--- config.mk ---
export PLATFORM = sky130hd
export DESIGN_NAME = timer3_mode_control
export DESIGN_NICKNAME = d
export VERILOG_FILES = /design/src/prescale_tick.v /design/src/timer3_mode_control.v
export VERILOG_INCLUDE_DIRS = /design/src
export SDC_FILE = /design/constraint.sdc
export NUM_CORES = 1
export LEC_CHECK = 0
export ABC_AREA = 1
export BUFFER_PORTS_ARGS = -buffer_cell sky130_fd_sc_hd__buf_2
export CORE_AREA = 2 2 64 112
export CTS_CLUSTER_DIAMETER = 60
export CTS_CLUSTER_SIZE = 25
export DETAILED_ROUTE_END_ITERATION = 16
export DIE_AREA = 0 0 66 114
export GPL_ROUTABILITY_DRIVEN = 0
export PLACE_DENSITY = 0.85
export SYNTH_ARGS = -nofsm -noshare
export SYNTH_HDL_FRONTEND = slang
export SYNTH_SLANG_ARGS = --single-unit
--- constraint.sdc ---
create_clock -name clk -period 1.8 [get_ports clk]
set_input_delay 0.18 -clock clk [delete_from_list [all_inputs] [get_ports clk]]
set_output_delay 0.18 -clock clk [all_outputs]
set_load 0.05 [all_outputs]
--- src/timer3_map.vh ---
`ifndef TIMER3_MAP_VH
`define TIMER3_MAP_VH
// register byte addresses
`define ADDR_MODE        12'h000
`define ADDR_THIRD_CTRL  12'h004
`define ADDR_COUNT       12'h008
`define ADDR_PERIOD      12'h00c
// mode register fields
`define BIT_POLARITY     7
`define BIT_WIDE         6
`define BIT_PWM_EN       5
`define BIT_CAPTURE      4
`define BIT_CKSEL_HI     3
`define BIT_CKSEL_LO     2
`define BIT_RUN          1
`define BIT_RESTART      0
`define MODE_RESET       8'h00
// clock select codes
`define CKSEL_OSC        2'h0
`define CKSEL_DIV4       2'h1
`define CKSEL_DIV16      2'h2
`define CKSEL_THIRD      2'h3
// third timer control fields
`define BIT_THIRD_RUN    1
`define BIT_THIRD_RESTART 0
`define PERIOD_RESET     8'hff
`endif

--- src/prescale_tick.v ---
`timescale 1ns/100ps
`default_nettype none
// free running divider giving one-cycle ticks at /4 and /16
module prescale_tick #(
   parameter WIDTH = 4
) (
   input  wire             clk,
   input  wire             reset,
   output wire             tick_div4,
   output wire             tick_div16
);
   reg [WIDTH-1:0] cnt_q;
   always @(posedge clk) begin
      if (reset)
         cnt_q <= {WIDTH{1'b0}};
      else
         cnt_q <= cnt_q + {{(WIDTH-1){1'b0}}, 1'b1};
   end
   assign tick_div4  = (cnt_q[1:0] == 2'h3);
   assign tick_div16 = (cnt_q[3:0] == 4'hf);
endmodule // prescale_tick
`default_nettype wire

--- src/timer3_mode_control.v ---
// Our own choices: the APB slave port and the placing of the registers.
`timescale 1ns/100ps
`default_nettype none
`include "timer3_map.vh"
module timer3_mode_control (
   input  wire        clk,
   input  wire        reset,
   input  wire        psel,
   input  wire        penable,
   input  wire        pwrite,
   input  wire [11:0] paddr,
   input  wire [31:0] pwdata,
   output reg  [31:0] prdata,
   output wire        pready,
   output wire        pslverr,
   input  wire        capture_pin,
   output reg         pwm_out,
   output reg  [7:0]  capture_value,
   output reg         capture_event
);
   reg  [7:0] mode_q;
   reg  [1:0] third_ctrl_q;
   reg  [7:0] third_count_q;
   reg  [7:0] count_q;
   reg  [7:0] period_q;
   reg        cap_meta_q;
   reg        cap_sync_q;
   reg        cap_prev_q;
   wire       tick_div4;
   wire       tick_div16;
   wire       wr_en;
   wire       rd_en;
   wire       mode_wr;
   wire       third_wr;
   wire       period_wr;
   wire       mode_restart;
   wire       third_restart;
   wire       duty_active;
   wire       cap_take;
   reg  [31:0] rd_word;
   wire       addr_ok;
   reg        src_tick;
   wire       third_run;
   wire       run;
   wire       wide;
   wire       third_wrap;
   wire       cap_rise;

   prescale_tick #(.WIDTH(4)) u_prescale (
      .clk        (clk),
      .reset      (reset),
      .tick_div4  (tick_div4),
      .tick_div16 (tick_div16)
   );

   // zero wait states; unmapped addresses answer with pslverr
   assign pready  = 1'b1;
   assign addr_ok = (paddr == `ADDR_MODE) || (paddr == `ADDR_THIRD_CTRL) ||
                    (paddr == `ADDR_COUNT) || (paddr == `ADDR_PERIOD);
   assign pslverr = psel & penable & ~addr_ok;
   assign wr_en   = psel & penable & pwrite & addr_ok;
   assign rd_en   = psel & ~penable & ~pwrite;

   // per-register write strobes; a restart write outranks counting so the count is zero right after that write
   assign mode_wr       = wr_en & (paddr == `ADDR_MODE);
   assign third_wr      = wr_en & (paddr == `ADDR_THIRD_CTRL);
   assign period_wr     = wr_en & (paddr == `ADDR_PERIOD);
   assign mode_restart  = mode_wr & pwdata[`BIT_RESTART];
   assign third_restart = third_wr & pwdata[`BIT_THIRD_RESTART];

   assign third_run  = third_ctrl_q[`BIT_THIRD_RUN] & third_ctrl_q[`BIT_THIRD_RESTART];
   assign run        = mode_q[`BIT_RUN] & mode_q[`BIT_RESTART];
   assign wide       = mode_q[`BIT_WIDE];
   assign third_wrap = third_run & (third_count_q == 8'hff);

   // count source select; the wide cascade ignores it and steps only on third_wrap
   always @* begin
      case ({mode_q[`BIT_CKSEL_HI], mode_q[`BIT_CKSEL_LO]})
         `CKSEL_OSC:   src_tick = 1'b1;
         `CKSEL_DIV4:  src_tick = tick_div4;
         `CKSEL_DIV16: src_tick = tick_div16;
         `CKSEL_THIRD: src_tick = third_run;
         default:      src_tick = 1'b0;
      endcase
   end

   // mode register, fully read/write
   always @(posedge clk) begin
      if (reset) begin
         mode_q       <= `MODE_RESET;
         third_ctrl_q <= 2'h0;
         period_q     <= `PERIOD_RESET;
      end else begin
         if (mode_wr)
            mode_q <= pwdata[7:0];
         if (third_wr)
            third_ctrl_q <= pwdata[1:0];
         if (period_wr)
            period_q <= pwdata[7:0];
      end
   end

   // third timer count; writing restart 1 clears it
   always @(posedge clk) begin
      if (reset)
         third_count_q <= 8'h00;
      else if (third_restart)
         third_count_q <= 8'h00;
      else if (third_run)
         third_count_q <= third_count_q + 8'h01;
   end

   // fourth timer count: plain 8-bit, or upper byte when cascaded
   always @(posedge clk) begin
      if (reset)
         count_q <= 8'h00;
      else if (mode_restart)
         count_q <= 8'h00;
      else if (run) begin
         if (wide) begin
            if (third_wrap)
               count_q <= count_q + 8'h01;
         end else if (src_tick) begin
            if (count_q == period_q && !mode_q[`BIT_PWM_EN])
               count_q <= 8'h00; // period match restarts the timer
            else
               count_q <= count_q + 8'h01;
         end
      end
   end

   // pwm: duty while count below period compare
   // period 00 never reaches duty, so the pin rests at its idle level
   assign duty_active = (count_q < period_q);

   always @(posedge clk) begin
      if (reset)
         pwm_out <= 1'b0;
      else if (mode_q[`BIT_PWM_EN])
         pwm_out <= duty_active ~^ mode_q[`BIT_POLARITY];
      else
         pwm_out <= 1'b0;
   end

   // capture input: two stage sync before any edge detect
   always @(posedge clk) begin
      if (reset) begin
         cap_meta_q <= 1'b0;
         cap_sync_q <= 1'b0;
         cap_prev_q <= 1'b0;
      end else begin
         cap_meta_q <= capture_pin;
         cap_sync_q <= cap_meta_q;
         cap_prev_q <= cap_sync_q;
      end
   end
   assign cap_rise = cap_sync_q & ~cap_prev_q;
   // pin edges reach the count about three cycles late; the price of synchronising
   assign cap_take = cap_rise & mode_q[`BIT_CAPTURE];

   always @(posedge clk) begin
      if (reset) begin
         capture_value <= 8'h00;
         capture_event <= 1'b0;
      end else begin
         capture_event <= cap_take;
         if (cap_take)
            capture_value <= count_q;
      end
   end

   // read mux; both count bytes come from one edge, so a cascaded read never tears
   always @* begin
      case (paddr)
         `ADDR_MODE:       rd_word = {24'h000000, mode_q};
         `ADDR_THIRD_CTRL: rd_word = {30'h00000000, third_ctrl_q};
         `ADDR_COUNT:      rd_word = {16'h0000, count_q, third_count_q};
         `ADDR_PERIOD:     rd_word = {24'h000000, period_q};
         default:          rd_word = 32'h00000000;
      endcase
   end

   // read data registered in the setup cycle, ready in access phase
   always @(posedge clk) begin
      if (reset)
         prdata <= 32'h00000000;
      else if (rd_en)
         prdata <= rd_word;
   end
endmodule // timer3_mode_control
`default_nettype wire

==> results.md <==
* Critical Path Start: period_q[6]
* Gr usage total at 0.236
* Hold Path Class: in2reg
* Vias in the first global route at ~3200
* Post CTS Setup Buffer Count at 0
* Most used cell, CP: nand2_1
* Fillcell total at 622
* Total gr overflow at 0
* Number of distinct library cells after synthesis at 31
* Slew headroom at 0.623
* First-pass GRT wire length at roughly 14000 um
* CTS tree: built
* CP Capture Type: flop
* H-Tree Depth at 3
* Mapped cell area at 0.00336 mm^2
* Die area at 0.00752 mm^2
* Net Sw Power at between 0.0007 and 0.0008 W
* Final setup skew at between 4 and 5 ps
* Max Cap Viol at 0
* WP data arrival at 1890 ps
* Deepest clock path buffer count at 2
* Setup crit end: count_q[1]
* Synth Flop Type: dfxtp_1
* Final count of hold timing violations at 0
* Ant diodes at 0
* Clock share of power at 0.475
* Worst-skew pair later-pin latency at approximately 330 ps
* Peak supply drop at between 500 and 600 uV
* Met2 Usage GRT at 0.408
* DRT Pass-1 Iters at 5
* Via count at between 3000 and 4000
* Crit-path max cell delay at approximately 400 ps
* Top cell type by total area after synthesis: dfxtp_1
* PortBufs at 52
* Share of the synthesized area in the top cell type at 0.399
* Starting density of the core at 0.501
* Initial DRC count at approximately 140
* CP delay by family, top: simple AND/OR/NAND/NOR gates
* Largest net degree at the start of global routing at 28
* Routed Antenna Nets at 0
* Initial antenna violation count at 0
* Yosys reg bits at 67
* Register area share after synthesis at 0.399
* Hpwl dp at 6170 um
* Cells after synthesis at approximately 460
* Nets at 585
* Period minus WS final at between 1500 and 2000 ps
* Total power at ~0.0032 W
* Die width at about 66 um
* Post-synth EDFFs at 0
* Max Slew Vio Count at 0
* Status: finished clean
* Via/cell ratio at 5.23
* Reg power frac at 0.463
* Reg clk slew, reported paths at ~50 ps
* Hold-fix buffers, CTS at 0
* Post-CTS sizing at 0
* LEAKAGE at about 1.9 nW
* Drc violations at 0
* WL/cell at approximately 13 um
* Internal Power at ~0.0025 W
* Levels on crit path at 9
* Post-Route Setup TNS at 0 ps
* Worst-path fanout max at 3
* CP bufs+invs at 1
* Grt met1 use at 0.249
* F_max at 0.594 GHz
* Worst reg2reg path depth at 9
* Reg2reg end: count_q[1]
* Reg-to-reg startpoint: period_q[6]
* Unrepaired setup endpoints after global routing: no
* R2R Setup Slk at 120 ps
* Critical path class: reg2reg
* M3 GR Usage at 0.0602
* Final worst path period share at 0.935
* Endpoints failing setup at 0
* Post-Route WL at about 8000 um
* Layout cells sized above 1 at 0.172
* Clock sinks at 67
* Area grow syn2layout at 17.7%
* Fraction of registers with async set/reset at 0
* Critical-path cell list: inv_1, ha_1, nand2_1, nor2_1, nand4_1, o21ai_0, nand2_1, nand2_1, nor2_1
* I/O pin total at 94
* Die Ht at between 100 and 150 um
* Number of CTS-inserted buffers at 9
* P per Cell Area at just over 800 mW/mm^2
* WP data required at 2010 ps
* Core box area at between 0.006 and 0.007 mm^2
* Busiest grt layer: met2
* Net switching fraction of the power at 0.232
* Worst slew pin tran at between 500 and 600 ps
* Comb pwr share at 0.062
* Ranking of synthesized cells by area: dfxtp_1 (40%), nand2_1 (10%), a21oi_1 (8.0%)
* FP Rows at 40
* Slowest cell on crit path: dfxtp_1
* Syn. warnings at 0
* Startpoint Class: flop
* CTS root buffer: clkbuf_16
* Avg Cell Area, Syn at between 7 and 8 um^2
kinds of logic after synthesis:
kind of cell / after synthesis / synth area share
flops: 67 / 0.399
buf+inv: 83 / 0.117
simple gates: 209 / 0.293
xor+xnor: 9 / 0.0235
fa+ha+maj: 11 / 0.0410
other cells: 2 / 0.00223
compound gates: 82 / 0.125
per-layer routing:
metal  routed length [um]  share of wire
met1                 3060           0.38
met2                 4220           0.53
met3                  426          0.053
met4                  297          0.037
met5                    0              0
worst min-delay path: stages:
cell and delay [ps]:
buf_2 70, inv_1 30, nor2_1 70
worst min path at each step:
stage / from / to / slack (ps) / depth (start not counted)
2_1_floorplan: capture_pin / cap_meta_q / 290 / 2
3_3_place_gp: capture_pin / cap_meta_q / 380 / 3
3_5_place_dp: cap_meta_q / cap_sync_q / 400 / 2
4_1_cts: capture_pin / cap_meta_q / 60 / 3
5_1_grt: capture_pin / cap_meta_q / 80 / 3
6_report: capture_pin / cap_meta_q / 60 / 3
area by class of cell:
cell class                 count  area (um^2)  area share
inverter                      51          191      0.0484
clock inverter                 3         15.0     0.00380
timing repair buffer          67          373      0.0942
clock buffer                  12          246      0.0623
sequential                    67         1340       0.339
tap                           84          105      0.0266
multi-input combinational    328         1680       0.426
stage by stage:
step / hold WS (ps) / area (um^2) / util / cells / setup slack (ps)
after floorplan: 287 / 3420 / - / 478 / 106
after global routing: 75.8 / 3960 / 0.590 / 612 / 27.7
after CTS: 56.9 / 3960 / 0.590 / 612 / 149
after global placement: 384 / 3690 / 0.551 / 597 / 259
after detailed placement: 399 / 3690 / 0.551 / 597 / 210
final: 58.8 / 3960 / 0.590 / 612 / 117
state kept, by name, summed over array words and instances, names as in the netlist:
name	cells
prdata	16
capture_value	8
count_q	8
mode_q	8
period_q	8
third_count_q	8
u_prescale.cnt_q	4
third_ctrl_q	2
cap_meta_q	1
cap_prev_q	1
cap_sync_q	1
capture_event	1
pwm_out	1
cell usage in the layout (no fill, tap or decap), types with 11 or more instances in the layout:
| cell type | n |
|---|---|
| buf_2 | 52 |
| dfxtp_1 | 67 |
| nand4_1 | 20 |
| nand3_1 | 51 |
| ha_1 | 11 |
| inv_1 | 47 |
| conb_1 | 17 |
| a21oi_1 | 54 |
| o21ai_0 | 22 |
| nor2_1 | 33 |
| nand2_1 | 90 |
| buf_4 | 15 |
synth_stat cells, types with 6 or more instances:
cell      count
ha_1         11
nand3_1      51
a21oi_1      54
dfxtp_1      67
buf_4        19
clkbuf_1      6
inv_1        47
nand2_1      90
xor2_1        6
nand4_1      20
nor2_1       33
o21ai_0      22
buf_2         7
power groups by stage:
stage,logic (W),clock network (W),registers (W)
floorplan,0.000176,0,0.00153
global placement,0.000198,0,0.00153
detailed placement,0.000201,0,0.00153
CTS,0.000202,0.00157,0.00150
global route,0.000220,0.00165,0.00150
finish,0.000202,0.00154,0.00150
No activity file was read; power rests on OpenSTA's default activity.
